**src/verilog/isl_cfg.svh**
```systemverilog
// Register offsets, field positions and reset values of the interrupt source block.
// Assumes inclusion by bare name wherever these constants are used.
`ifndef ISL_CFG_SVH
`define ISL_CFG_SVH
`define ISL_A_MAIN 8'h00
`define ISL_A_SECOND 8'h04
`define ISL_A_THIRD 8'h08
`define ISL_A_PFLG1 8'h0c
`define ISL_A_PEN1 8'h10
`define ISL_A_PPRI1 8'h14
`define ISL_A_PFLG2 8'h18
`define ISL_A_PEN2 8'h1c
`define ISL_A_PPRI2 8'h20
`define ISL_A_TLOW 8'h24
`define ISL_A_THIGH 8'h28
`define ISL_A_TCFG 8'h2c
`define ISL_A_ISTAT 8'h30
`define ISL_A_IMASK 8'h34
`define ISL_A_STATE 8'h38
// Main control fields
`define ISL_M_HIGH_LEVEL_GLOBAL_ENABLE 7
`define ISL_M_LOW_LEVEL_GLOBAL_ENABLE 6
`define ISL_M_T0IE 5
`define ISL_M_E0IE 4
`define ISL_M_PCIE 3
`define ISL_M_T0IF 2
`define ISL_M_E0IF 1
`define ISL_M_PCIF 0
// Second control fields
`define ISL_S_EDGE0 6
`define ISL_S_EDGE1 5
`define ISL_S_EDGE2 4
`define ISL_S_T0IP 2
`define ISL_S_PCIP 0
// Third control fields
`define ISL_T_E2IP 7
`define ISL_T_E1IP 6
`define ISL_T_E2IE 4
`define ISL_T_E1IE 3
`define ISL_T_E2IF 1
`define ISL_T_E1IF 0
// Timer config fields
`define ISL_C_ON 0
`define ISL_C_M16 1
// Reset values and masks
`define ISL_RST_MAIN 8'h00
`define ISL_RST_SECOND 8'h00
`define ISL_RST_THIRD 8'h00
`define ISL_RST_PERIPH 8'h00
`define ISL_PMASK1 8'h7f
`define ISL_PMASK2 8'h0f
`define ISL_T8_MAX 8'hff
`define ISL_T16_MAX 16'h0fff
`endif

```
**src/verilog/isl_pkg.sv**
```systemverilog
// Types shared by the interrupt source block.
// Assumes nothing beyond a SystemVerilog compiler.
package isl_pkg;
   typedef enum logic [1:0] {
      ISL_RESP_OKAY = 2'b00,
      ISL_RESP_SLVERR = 2'b10
   } isl_resp_t;
   typedef logic [7:0] isl_byte_t;
endpackage : isl_pkg

```
**src/verilog/isl_sync_edge.sv**
```systemverilog
// Two-flop synchroniser with edge and change detection for a group of pins.
// Assumes pins are asynchronous to aclk; level is registered on aclk, rise and fall are decoded from registers.
`timescale 1ns/100ps
module isl_sync_edge #(
   parameter int W = 3
) (
   input wire logic aclk,
   input wire logic aresetn,
   input wire logic ce,
   input wire logic [W-1:0] pin,
   output logic [W-1:0] level,
   output logic [W-1:0] rise,
   output logic [W-1:0] fall
);
   logic [W-1:0] meta;
   logic [W-1:0] sync;
   logic [W-1:0] prev;

   if (W < 1) begin : g_bad
      $error("isl_sync_edge: W must be at least 1");
   end

   // First stage feeds only the second
   always_ff @(posedge aclk) begin
      if (!aresetn) begin
         meta <= '0;
         sync <= '0;
         prev <= '0;
      end else if (ce) begin
         meta <= pin;
         sync <= meta;
         prev <= sync;
      end
   end

   assign level = sync;
   // One pulse per transition since prev follows sync
   assign rise = sync & ~prev;
   assign fall = ~sync & prev;
endmodule : isl_sync_edge

```
**src/verilog/isl_top.sv**
```systemverilog
// Interrupt source logic: external edges, timer-0 overflow, port change,
// priority requests, wake-up and context capture, behind an AXI4-Lite slave.
// Assumes a single aclk domain; core signals are synchronous, pins are not.
`timescale 1ns/100ps
`include "isl_cfg.svh"
module isl_top #(
   parameter int AW = 8
) (
   input wire logic aclk,
   input wire logic aresetn,
   input wire logic ce,
   input wire logic [AW-1:0] awaddr,
   input wire logic awvalid,
   output logic awready,
   input wire logic [31:0] wdata,
   input wire logic [3:0] wstrb,
   input wire logic wvalid,
   output logic wready,
   output logic [1:0] bresp,
   output logic bvalid,
   input wire logic bready,
   input wire logic [AW-1:0] araddr,
   input wire logic arvalid,
   output logic arready,
   output logic [31:0] rdata,
   output logic [1:0] rresp,
   output logic rvalid,
   input wire logic rready,
   input wire logic [2:0] ext_irq_pin,
   input wire logic [3:0] port_b_high,
   input wire logic timer_tick,
   input wire logic [6:0] periph_evt_one,
   input wire logic [3:0] periph_evt_two,
   input wire logic sleep_mode,
   input wire logic irq_ack,
   input wire logic [20:0] core_pc,
   input wire logic [7:0] working_register,
   input wire logic [7:0] core_status,
   input wire logic [7:0] bank_select_register,
   output logic irq_high_req,
   output logic irq_low_req,
   output logic wake_up,
   output logic vector_on_wake,
   output logic stack_push,
   output logic [20:0] stack_push_pc,
   output logic [7:0] fast_working,
   output logic [7:0] fast_status,
   output logic [7:0] fast_bank,
   output logic irq
);
   isl_pkg::isl_byte_t irq_control_main;
   isl_pkg::isl_byte_t irq_control_second;
   isl_pkg::isl_byte_t irq_control_third;
   isl_pkg::isl_byte_t periph_irq_flags_one;
   isl_pkg::isl_byte_t periph_irq_enables_one;
   isl_pkg::isl_byte_t periph_irq_priority_one;
   isl_pkg::isl_byte_t periph_irq_flags_two;
   isl_pkg::isl_byte_t periph_irq_enables_two;
   isl_pkg::isl_byte_t periph_irq_priority_two;
   logic [15:0] timer_zero_counter;
   logic [1:0] timer_cfg;
   logic [4:0] ev_stat;
   logic [4:0] ev_mask;
   logic [AW-1:0] wa;
   logic [31:0] wd;
   logic wb0;
   logic [2:0] ext_rise;
   logic [2:0] ext_fall;
   logic [3:0] port_level;
   logic [3:0] port_rise;
   logic [3:0] port_fall;
   logic [2:0] en_snap;
   logic sleep_prev;

   // Low byte decodes the map, so narrower buses cannot reach it
   if (AW < 8) begin : g_bad
      $error("isl_top: AW too small for the register map");
   end

   isl_sync_edge #(.W(3)) u_ext (
      .aclk(aclk),
      .aresetn(aresetn),
      .ce(ce),
      .pin(ext_irq_pin),
      .level(),
      .rise(ext_rise),
      .fall(ext_fall)
   );

   isl_sync_edge #(.W(4)) u_port (
      .aclk(aclk),
      .aresetn(aresetn),
      .ce(ce),
      .pin(port_b_high),
      .level(port_level),
      .rise(port_rise),
      .fall(port_fall)
   );

   // Write and event decode
   logic do_wr;
   logic wr_main;
   logic [2:0] edge_sel;
   logic [2:0] ext_hit;
   logic port_chg;
   logic t_on;
   logic t_m16;
   logic t_wr;
   logic t_wrap;
   logic t_ovf;
   logic [15:0] next_timer;
   logic [4:0] ev;

   assign do_wr = !awready && !wready && !bvalid;
   assign wr_main = do_wr && wb0 && wa[7:0] == `ISL_A_MAIN;
   assign edge_sel = {irq_control_second[`ISL_S_EDGE2], irq_control_second[`ISL_S_EDGE1],
                      irq_control_second[`ISL_S_EDGE0]};
   assign ext_hit = (edge_sel & ext_rise) | (~edge_sel & ext_fall);
   assign port_chg = |(port_rise | port_fall);
   assign t_on = timer_cfg[`ISL_C_ON];
   assign t_m16 = timer_cfg[`ISL_C_M16];
   assign t_wr = do_wr && wb0 && (wa[7:0] == `ISL_A_TLOW || wa[7:0] == `ISL_A_THIGH);
   always_comb begin
      if (t_m16) begin
         t_wrap = timer_zero_counter == `ISL_T16_MAX;
         next_timer = t_wrap ? 16'h0000 : timer_zero_counter + 16'h0001;
      end else begin
         t_wrap = timer_zero_counter[7:0] == `ISL_T8_MAX;
         next_timer = {timer_zero_counter[15:8], timer_zero_counter[7:0] + 8'h01};
      end
   end
   assign t_ovf = t_on && timer_tick && !t_wr && t_wrap;
   assign ev = {port_chg, t_ovf, ext_hit};

   // AXI write channel; address and data may arrive in either order
   always_ff @(posedge aclk) begin
      if (!aresetn) begin
         awready <= 1'b1;
         wready <= 1'b1;
         bvalid <= 1'b0;
         bresp <= isl_pkg::ISL_RESP_OKAY;
         wa <= '0;
         wd <= '0;
         wb0 <= 1'b0;
      end else if (ce) begin
         if (awvalid && awready) begin
            wa <= awaddr;
            awready <= 1'b0;
         end
         if (wvalid && wready) begin
            wd <= wdata;
            wb0 <= wstrb[0];
            wready <= 1'b0;
         end
         if (do_wr) begin
            awready <= 1'b1;
            wready <= 1'b1;
            bvalid <= 1'b1;
            bresp <= (wa[7:0] > `ISL_A_IMASK || wa[1:0] != 2'b00 || (wa >> 8) != '0) ?
                     isl_pkg::ISL_RESP_SLVERR : isl_pkg::ISL_RESP_OKAY;
         end else if (bvalid && bready) begin
            bvalid <= 1'b0;
         end
      end
   end

   // Flag registers: a hardware set wins over a software clear
   always_ff @(posedge aclk) begin
      if (!aresetn) begin
         irq_control_main <= `ISL_RST_MAIN;
         irq_control_second <= `ISL_RST_SECOND;
         irq_control_third <= `ISL_RST_THIRD;
      end else if (ce) begin
         irq_control_main <= (wr_main ? wd[7:0] : irq_control_main)
                             | {5'h00, t_ovf, ext_hit[0], port_chg};
         if (do_wr && wb0 && wa[7:0] == `ISL_A_SECOND) begin
            irq_control_second <= wd[7:0];
         end
         irq_control_third <= ((do_wr && wb0 && wa[7:0] == `ISL_A_THIRD) ? wd[7:0] :
                               irq_control_third) | {6'h00, ext_hit[2:1]};
      end
   end

   always_ff @(posedge aclk) begin
      if (!aresetn) begin
         periph_irq_flags_one <= `ISL_RST_PERIPH;
         periph_irq_enables_one <= `ISL_RST_PERIPH;
         periph_irq_priority_one <= `ISL_RST_PERIPH;
         periph_irq_flags_two <= `ISL_RST_PERIPH;
         periph_irq_enables_two <= `ISL_RST_PERIPH;
         periph_irq_priority_two <= `ISL_RST_PERIPH;
      end else if (ce) begin
         periph_irq_flags_one <= (((do_wr && wb0 && wa[7:0] == `ISL_A_PFLG1) ? wd[7:0] :
                                 periph_irq_flags_one) | {1'b0, periph_evt_one}) & `ISL_PMASK1;
         periph_irq_flags_two <= (((do_wr && wb0 && wa[7:0] == `ISL_A_PFLG2) ? wd[7:0] :
                                 periph_irq_flags_two) | {4'h0, periph_evt_two}) & `ISL_PMASK2;
         if (do_wr && wb0) begin
            case (wa[7:0])
               `ISL_A_PEN1: periph_irq_enables_one <= wd[7:0] & `ISL_PMASK1;
               `ISL_A_PPRI1: periph_irq_priority_one <= wd[7:0] & `ISL_PMASK1;
               `ISL_A_PEN2: periph_irq_enables_two <= wd[7:0] & `ISL_PMASK2;
               `ISL_A_PPRI2: periph_irq_priority_two <= wd[7:0] & `ISL_PMASK2;
               default: ;
            endcase
         end
      end
   end

   // Timer-0 counter; a software write wins over a count
   always_ff @(posedge aclk) begin
      if (!aresetn) begin
         timer_zero_counter <= 16'h0000;
         timer_cfg <= 2'h0;
      end else if (ce) begin
         if (do_wr && wb0 && wa[7:0] == `ISL_A_TLOW) begin
            timer_zero_counter[7:0] <= wd[7:0];
         end else if (do_wr && wb0 && wa[7:0] == `ISL_A_THIGH) begin
            timer_zero_counter[15:8] <= wd[7:0];
         end else if (t_on && timer_tick) begin
            timer_zero_counter <= next_timer;
         end
         if (do_wr && wb0 && wa[7:0] == `ISL_A_TCFG) begin
            timer_cfg <= wd[1:0];
         end
      end
   end

   // Request generation
   logic [4:0] src_act;
   logic [4:0] src_hi;
   logic per_hi;
   logic per_lo;
   logic high_level_global_enable;
   logic low_level_global_enable;
   logic next_high;
   logic next_low;
   logic next_wake;
   logic [2:0] ext_flag;

   assign high_level_global_enable = irq_control_main[`ISL_M_HIGH_LEVEL_GLOBAL_ENABLE];
   assign low_level_global_enable = irq_control_main[`ISL_M_LOW_LEVEL_GLOBAL_ENABLE];
   assign ext_flag = {irq_control_third[`ISL_T_E2IF], irq_control_third[`ISL_T_E1IF],
                      irq_control_main[`ISL_M_E0IF]};
   assign src_act = {irq_control_main[`ISL_M_PCIF] & irq_control_main[`ISL_M_PCIE],
                     irq_control_main[`ISL_M_T0IF] & irq_control_main[`ISL_M_T0IE],
                     ext_flag & {irq_control_third[`ISL_T_E2IE], irq_control_third[`ISL_T_E1IE],
                                 irq_control_main[`ISL_M_E0IE]}};
   assign src_hi = {irq_control_second[`ISL_S_PCIP], irq_control_second[`ISL_S_T0IP],
                    irq_control_third[`ISL_T_E2IP], irq_control_third[`ISL_T_E1IP],
                    1'b1};
   assign per_hi = |(periph_irq_flags_one & periph_irq_enables_one & periph_irq_priority_one)
                 | |(periph_irq_flags_two & periph_irq_enables_two & periph_irq_priority_two);
   assign per_lo = |(periph_irq_flags_one & periph_irq_enables_one & ~periph_irq_priority_one)
                 | |(periph_irq_flags_two & periph_irq_enables_two & ~periph_irq_priority_two);
   assign next_high = high_level_global_enable && (|(src_act & src_hi) || per_hi);
   assign next_low = high_level_global_enable && low_level_global_enable && (|(src_act & ~src_hi) || per_lo);
   assign next_wake = sleep_mode && |(ext_flag & en_snap);

   // Enables are frozen at sleep entry so a late enable does not wake
   always_ff @(posedge aclk) begin
      if (!aresetn) begin
         sleep_prev <= 1'b0;
         en_snap <= 3'h0;
         irq_high_req <= 1'b0;
         irq_low_req <= 1'b0;
         wake_up <= 1'b0;
         vector_on_wake <= 1'b0;
      end else if (ce) begin
         sleep_prev <= sleep_mode;
         if (sleep_mode && !sleep_prev) begin
            en_snap <= {irq_control_third[`ISL_T_E2IE], irq_control_third[`ISL_T_E1IE],
                        irq_control_main[`ISL_M_E0IE]};
         end
         irq_high_req <= next_high;
         irq_low_req <= next_low;
         wake_up <= next_wake;
         vector_on_wake <= next_wake && high_level_global_enable;
      end
   end

   // Context capture on acknowledge
   always_ff @(posedge aclk) begin
      if (!aresetn) begin
         stack_push <= 1'b0;
         stack_push_pc <= 21'h000000;
         fast_working <= 8'h00;
         fast_status <= 8'h00;
         fast_bank <= 8'h00;
      end else if (ce) begin
         stack_push <= irq_ack;
         if (irq_ack) begin
            stack_push_pc <= core_pc;
            fast_working <= working_register;
            fast_status <= core_status;
            fast_bank <= bank_select_register;
         end
      end
   end

   // Sticky event status, write one to clear, masked onto irq
   always_ff @(posedge aclk) begin
      if (!aresetn) begin
         ev_stat <= 5'h00;
         ev_mask <= 5'h00;
         irq <= 1'b0;
      end else if (ce) begin
         ev_stat <= (ev_stat & ~((do_wr && wb0 && wa[7:0] == `ISL_A_ISTAT) ? wd[4:0] : 5'h00))
                    | ev;
         if (do_wr && wb0 && wa[7:0] == `ISL_A_IMASK) begin
            ev_mask <= wd[4:0];
         end
         irq <= |(ev_stat & ev_mask);
      end
   end

   // AXI read channel
   function automatic logic [32:0] rd_mux(input logic [AW-1:0] a);
      logic [32:0] r;
      r = {1'b1, 32'h0000_0000};
      if (a[1:0] == 2'b00 && (a >> 8) == '0) begin
         case (a[7:0])
            `ISL_A_MAIN: r = {25'h0, irq_control_main};
            `ISL_A_SECOND: r = {25'h0, irq_control_second};
            `ISL_A_THIRD: r = {25'h0, irq_control_third};
            `ISL_A_PFLG1: r = {25'h0, periph_irq_flags_one};
            `ISL_A_PEN1: r = {25'h0, periph_irq_enables_one};
            `ISL_A_PPRI1: r = {25'h0, periph_irq_priority_one};
            `ISL_A_PFLG2: r = {25'h0, periph_irq_flags_two};
            `ISL_A_PEN2: r = {25'h0, periph_irq_enables_two};
            `ISL_A_PPRI2: r = {25'h0, periph_irq_priority_two};
            `ISL_A_TLOW: r = {25'h0, timer_zero_counter[7:0]};
            `ISL_A_THIGH: r = {25'h0, timer_zero_counter[15:8]};
            `ISL_A_TCFG: r = {31'h0, timer_cfg};
            `ISL_A_ISTAT: r = {28'h0, ev_stat};
            `ISL_A_IMASK: r = {28'h0, ev_mask};
            `ISL_A_STATE: r = {29'h0, vector_on_wake, wake_up, irq_low_req, irq_high_req};
            default: r = {1'b1, 32'h0000_0000};
         endcase
      end
      return r;
   endfunction : rd_mux

   always_ff @(posedge aclk) begin
      if (!aresetn) begin
         arready <= 1'b1;
         rvalid <= 1'b0;
         rdata <= 32'h0000_0000;
         rresp <= isl_pkg::ISL_RESP_OKAY;
      end else if (ce) begin
         if (arvalid && arready) begin
            {rresp[1], rdata} <= rd_mux(araddr);
            rresp[0] <= 1'b0;
            rvalid <= 1'b1;
            arready <= 1'b0;
         end else if (rvalid && rready) begin
            rvalid <= 1'b0;
            arready <= 1'b1;
         end
      end
   end
endmodule : isl_top

```
**config.mk**
```make
export PLATFORM = sky130hd
export DESIGN_NAME = isl_top
export DESIGN_NICKNAME = d
export VERILOG_FILES = /design/src/verilog/isl_pkg.sv /design/src/verilog/isl_sync_edge.sv /design/src/verilog/isl_top.sv
export VERILOG_INCLUDE_DIRS = /design/src /design/src/verilog
export SDC_FILE = /design/constraint.sdc
export NUM_CORES = 1
export LEC_CHECK = 0
export BUFFER_PORTS_ARGS = -buffer_cell sky130_fd_sc_hd__buf_4
export CORE_MARGIN = 1
export CORE_UTILIZATION = 52
export DETAILED_ROUTE_END_ITERATION = 12
export GPL_TIMING_DRIVEN = 0
export PLACE_DENSITY = 0.84
export SLEW_MARGIN = 20
export SYNTH_ARGS = -nofsm -noshare
export SYNTH_HDL_FRONTEND = slang
export SYNTH_HIERARCHICAL = 1
export SYNTH_SLANG_ARGS = --single-unit
```
**constraint.sdc**
```tcl
create_clock -name aclk -period 2.84 [get_ports aclk]
set_input_delay 0.568 -clock aclk [delete_from_list [all_inputs] [get_ports aclk]]
set_output_delay 0.568 -clock aclk [all_outputs]
set_load 0.02 [all_outputs]
```
==> summary.txt, run 1 <==
Detailed routing
  – DRT iter0 DRCs: 935
  – First-pass DRT Iterations: 6
  – Final WL: between 30 and 40 mm
  – DRC: 0
  – Avg Vias per Cell: 5.88
  – Antenna-violating nets left: 0
  – Per-cell routed wire length: about 20 um
  – Via Count: between 9000 and 10000

CTS
  – Worst-Skew Late Latency: around 0.44 ns
  – Clock tree buffer depth: 2
  – Post-CTS Hold Fix Bufs: 0
  – H-tree levels: 4
  – Clk slew on worst S/H paths: roughly 0.070 ns
  – CTS Root Cell: clkbuf_16
  – # Post-CTS Setup Buffers: 0
  – CTS buffer count: 17
  – CTS Sinks: 193
  – TritonCTS clock tree: built
  – Cells resized by post-CTS repair: 0

STA
  – Final worst-path setup slack: 0.309 ns
  – Setup violators final: 0
  – Clock Skew: slightly above 0.009 ns
  – RSZ-0062 raised after global routing: false
  – Crit path time final: between 2 and 3 ns
  – Slew at the pin with the worst max-slew slack: ~1.2 ns
  – Slew HR: between 20% and 30%
  – Final Hold Viols: 0
  – Final period utilization: 89.1%
  – Fmax: ~0.4 GHz
  – Fin. max-slew vios: 0

Critical path
  – CP peak stage delay: 0.67 ns
  – WP depth: 7
  – Crit-path max FO: 10
  – Critical path's top delay family: simple AND/OR/NAND/NOR gates
  – FF-to-FF setup slack: between 0.3 and 0.4 ns
  – CP Cell Sequence: buf_4 -> buf_2 -> inv_1 -> nor4_4 -> nand2_1 -> nand3_1 -> o21ai_0
  – CP Launch Type: input pin
  – Critical path type: in2reg
  – Crit path buf inv count: 3
  – Critical Path AT: 2.84 ns
  – Crit path required time: roughly 3.2 ns
  – Worst setup EP type: register
  – Crit path max-delay cell type: nor4_4
  – Worst Reg-to-Reg Cells: 6

Global route
  – Pin count of the biggest net entering global routing: 19
  – Global-route wire length before repair: about 46 mm
  – Total track usage: approximately a third
  – Total congestion overflow: 0
  – Vias in the first global route: between 8000 and 9000
  – Initial antenna violation count: 0

Synthesis
  – Ys Warns: 6
  – Post-synth EDFFs: 0
  – Post-synthesis cell type count: slightly above 60
  – Synth async-reset ratio: 0%
  – Sequential element share of the synthesized area: 42.4%
  – Register bit total from synthesis: 193
  – Cell taking the most area after synthesis: dfxtp_1
  – Synth Flop Type: dfxtp_1
  – Synth area leaders: dfxtp_1 42%, nand2_1 9.4%, mux2i_1 9.3%
  – Syn_area_per_cell: around 8 um^2
  – Mapped Cells: between 1000 and 1500
  – Yosys top cell area share: a little over two fifths
  – Mapped Area: around 9100 um^2

Finish
  – Commonest non-fill, non-tap cell in the layout: nand2_1
  – Fill count: ~1500
  – Antenna Cells: 0
  – Nets: 1444
  – Storage element area: between 3000 and 4000 um^2
  – Multi-input gate area: 4820 um^2
  – Synthesis-to-finish area growth: 24.0%
  – Share of cells above drive strength 1: 19.6%
  – Commonest non-fill, non-tap cells in the layout: 228 x nand2_1, 193 x dfxtp_1, 189 x buf_4
  – Final Cell Area: approximately 11000 um^2

Place
  – Area after DPL: ~11000 um^2
  – RePlAce Congestion: 0.974
  – Dpl hpwl: 22.6 mm
  – Port Buffers: between 150 and 200
  – Setup WS pre-CTS: -0.0754 ns

Floorplanning
  – IO Pins: approximately 220
  – Die height: 134 um
  – Row cnt: 48
  – Initial Util: between 50% and 60%
  – Die span in x: 134 um
  – Core area: around 17000 um^2
  – DIE AREA: roughly 18000 um^2

Hold path
  – Hold Path Class: in2reg
  – Worst Hold Depth: 3

Power and ir drop
  – Leak Pwr: approximately 4.7 nW
  – Pwr dens: about 520 nW/um^2
  – Worst vdd ir: roughly 0.00043 V

Flow run
  – Max cap viols: 0

Outcome
  – Outcome: finished clean
## cells in the mapped netlist, drive strengths merged, types with 8 or more instances
library cell,instances
a211oi,8
a21oi,124
a22oi,13
a31oi,10
and2,9
and3,10
buf,47
clkbuf,44
dfxtp,193
inv,12
mux2,11
mux2i,85
nand2,228
nand3,46
nand4,11
nor2,76
nor2b,40
nor3,13
o21ai,28
o22ai,15
## worst min-delay path, delay by kind of cell
kind                   cells  cell delay (ns)
AND/OR/NAND/NOR            1             0.07
multiplexers               1             0.05
buffers and inverters      1             0.08
## worst paths after layout
kind,to,from
max,periph_irq_flags_one[5]$_SDFFE_PN0P_,ce
min,wa[0]$_SDFFE_PN0P_,awaddr[0]
min reg2reg,fast_working[5]$_SDFFE_PN0P_,fast_working[5]$_SDFFE_PN0P_
max reg2reg,irq_control_main[2]$_SDFFE_PN0P_,timer_zero_counter[1]$_SDFFE_PN0P_
## metal layers
metal	track usage, %	routed length, um	vias up
met2	53.2	13900	507
met3	8.35	3170	90
met5	0	0	-
met1	43.1	12100	4273
li1	-	-	4276
met4	14.7	1180	0
## cell type report
type | count | area share, %
multi-input combinational | 838 | 42.7
sequential | 193 | 34.2
timing repair buffer | 163 | 10.8
buffer | 91 | 4.17
clock buffer | 19 | 3.92
tap | 225 | 2.49
clock inverter | 13 | 1.28
inverter | 13 | 0.432
## logic make-up after synthesis
kind of cell	synth area share [%]
multiplexers	11.4
adder cells (fa/ha/maj)	0.137
buffers and inverters	5.71
flip-flops	42.4
AO/OA/AOI/OAI	16.2
other	0.0412
AND/OR/NAND/NOR	24.1
## metrics by stage
step,util [%],power [mW],hold slack (ns),cells,setup TNS [ns]
after floorplan,-,3.25,0.429,1135,0
after global placement,62.4,3.53,0.442,1523,-0.166
after detailed placement,62.4,3.54,0.447,1523,-0.399
after CTS,65.8,5.91,0.353,1555,0
after global routing,65.8,6.08,0.359,1555,0
final,65.8,5.91,0.355,1555,0
## sequential cells by signal, summed over array words and instances (netlist names), 5 cells and up
register,cells
fast_working,8
periph_irq_priority_one,7
irq_control_third,8
irq_control_second,8
fast_status,8
periph_irq_enables_one,7
rdata,8
timer_zero_counter,16
periph_irq_flags_one,7
ev_stat,5
irq_control_main,8
wd,8
stack_push_pc,21
fast_bank,8
ev_mask,5
wa,8
## where the power goes
group	internal, mW	switching (mW)
registers	2.78	0.0720
logic	0.266	0.376
clock network	1.27	1.15
total	4.32	1.60
Power figures use the tool's default switching activity.
==> inputs of run 2 (changes only) <==
Settings changed: REMOVE_ABC_BUFFERS from default to 1.
==> summary.txt, run 2 (synthesized netlist as in run 1, its figures left out) <==
Outcome
  – Outcome: finished clean

Place
  – Port Buffers: 164
  – RePlAce Congestion: 0.962
  – Placed insts: approximately 1400
  – Setup WS pre-CTS: -0.472 ns
  – Dpl hpwl: 18.4 mm

Critical path
  – Worst setup EP type: register
  – Critical Path AT: approximately 2.9 ns
  – Reg-to-reg startpoint: wa[2]$_SDFFE_PN0P_
  – Crit path required time: between 3 and 4 ns
  – Critical path type: reg2reg
  – CP Cell Sequence: nor4b_2 -> and3_2 -> a21oi_1 -> a221oi_1 -> a211oi_1
  – CP peak stage delay: approximately 0.64 ns
  – Critical Path Source: wa[2]$_SDFFE_PN0P_
  – Crit-path max FO: 20
  – CP Launch Type: register
  – Crit path max-delay cell type: nor4b_2

Finish
  – Nets: roughly 1400
  – Share of cells above drive strength 1: 18.5%
  – Storage element area: between 3000 and 4000 um^2
  – Finished Core Util: between 60 and 70%
  – Synthesis-to-finish area growth: 20.0%
  – Largest registers: stack_push_pc x21, timer_zero_counter x16
  – Cell Count, Final, Fillers Out: ~1500
  – Fill count: about 1500
  – Antenna Cells: 0
  – Commonest non-fill, non-tap cells in the layout: 227 x nand2_1, 193 x dfxtp_1, 163 x buf_4
  – Number of flip-flops in the largest register: 21
  – Most flops, register: stack_push_pc
  – Commonest non-fill, non-tap cell in the layout: nand2_1
  – Multi-input gate area: slightly below 5000 um^2

Floorplanning
  – Row cnt: 48
  – IO Pins: between 200 and 250
  – Die height: 134 um
  – DIE AREA: 18100 um^2
  – Core area: between 15000 and 20000 um^2
  – Die span in x: around 130 um
  – Initial Util: a little over half

Global route
  – Met2 Use GR: a little under half
  – Total track usage: between 20% and 30%
  – Initial antenna violation count: 0
  – M1 GR Usage: 37.0%
  – Total congestion overflow: 0
  – Vias in the first global route: about 8000
  – GR Util met3: approximately 7.5%
  – Global-route wire length before repair: 41.3 mm
  – Pin count of the biggest net entering global routing: around 110
  – Most used routing layer: met2

STA
  – Final Hold Viols: 0
  – Final worst-path setup slack: 0.186 ns
  – Fmax: 0.377 GHz
  – Fin. max-slew vios: 0
  – Clock Skew: just over 0.009 ns
  – Final period utilization: 93.5%
  – RSZ-0062 raised after global routing: false
  – Crit path time final: 2.65 ns
  – Setup violators final: 0
  – Slew at the pin with the worst max-slew slack: approximately 1.1 ns
  – Final hold slack: 0.364 ns
  – Slew HR: ~27%

Detailed routing
  – Final WL: roughly 26 mm
  – Antenna-violating nets left: 0
  – Via Count: about 8600
  – First-pass DRT Iterations: 6
  – DRC: 0
  – DRT iter0 DRCs: a little over 900
  – Avg Vias per Cell: 5.86
  – Per-cell routed wire length: about 18 um

Hold path
  – Hold Path Class: in2reg
  – Min-Delay Startpoint: core_status[7]

CTS
  – Worst-Skew Late Latency: 0.43 ns
  – CTS Sinks: 193
  – TritonCTS clock tree: built
  – Post-CTS Hold Fix Bufs: 0
  – CTS Root Cell: clkbuf_16
  – H-tree levels: 4
  – Clk slew on worst S/H paths: approximately 0.080 ns
  – CTS buffer count: 17
  – Clock tree buffer depth: 2

Power and ir drop
  – Pwr dens: approximately 530 nW/um^2
  – Leak Pwr: between 4 and 5 nW
  – Worst vdd ir: 0.000451 V

Flow run
  – Max cap viols: 0
==> run 2: path summary, 6_finish.rpt <==
kind | end | slack [ns] | cells past startpoint
max | timer_zero_counter[0]$_SDFFE_PN0P_ | 0.19 | 5
min | fast_status[7]$_SDFFE_PN0P_ | 0.36 | 3
max reg2reg | timer_zero_counter[0]$_SDFFE_PN0P_ | 0.19 | 5
min reg2reg | fast_working[2]$_SDFFE_PN0P_ | 0.46 | 2
==> run 2: layout make-up <==
type	count	share of cell area, %
multi-input cells	838	44.3
repair buffers	167	11.9
flip-flops and latches	193	35.3
clock inverters	15	1.51
inverters	13	0.492
well taps	225	2.57
clock buffers	17	3.89
==> run 2: repair_timing <==
item | 4_1_cts | 5_1_grt
gates resized for setup | 1 | 4
buffers inserted | 0 | 0
endpoints found under the hold margin | 0 | 0
setup endpoints to repair | 5 | 15
==> run 2: per-layer routing <==
layer / vias up / part of all wire, % / routed length [um]
li1: 4097 / - / -
met3: 64 / 9.9 / 2610
met4: 0 / 2.8 / 741
met5: - / 0 / 0
met1: 3973 / 41 / 10800
met2: 465 / 46 / 12100
==> run 2: critical path, delay by kind of cell, from the launching register on <==
kind            cells  cell delay, ns
compound gates      3            0.82
flops               1            0.47
simple gates        2            1.20
==> run 2: power by group <==
| group | internal (mW) | switching (mW) |
|---|---|---|
| Clock | 1.18 | 1.19 |
| Sequential | 2.78 | 0.0903 |
| Combinational | 0.236 | 0.320 |
| Total | 4.19 | 1.60 |
==> run 2: per-stage QoR <==
| stage | instance area (um^2) | power, mW | setup TNS [ns] |
|---|---|---|---|
| 2_1_floorplan | 8730 | 3.17 | -56.77 |
| 3_3_place_gp | 10200 | 3.46 | -392.29 |
| 3_5_place_dp | 10300 | 3.48 | -21.41 |
| 4_1_cts | 10900 | 5.81 | 0 |
| 5_1_grt | 10900 | 5.98 | 0 |
| 6_report | 10900 | 5.79 | 0 |
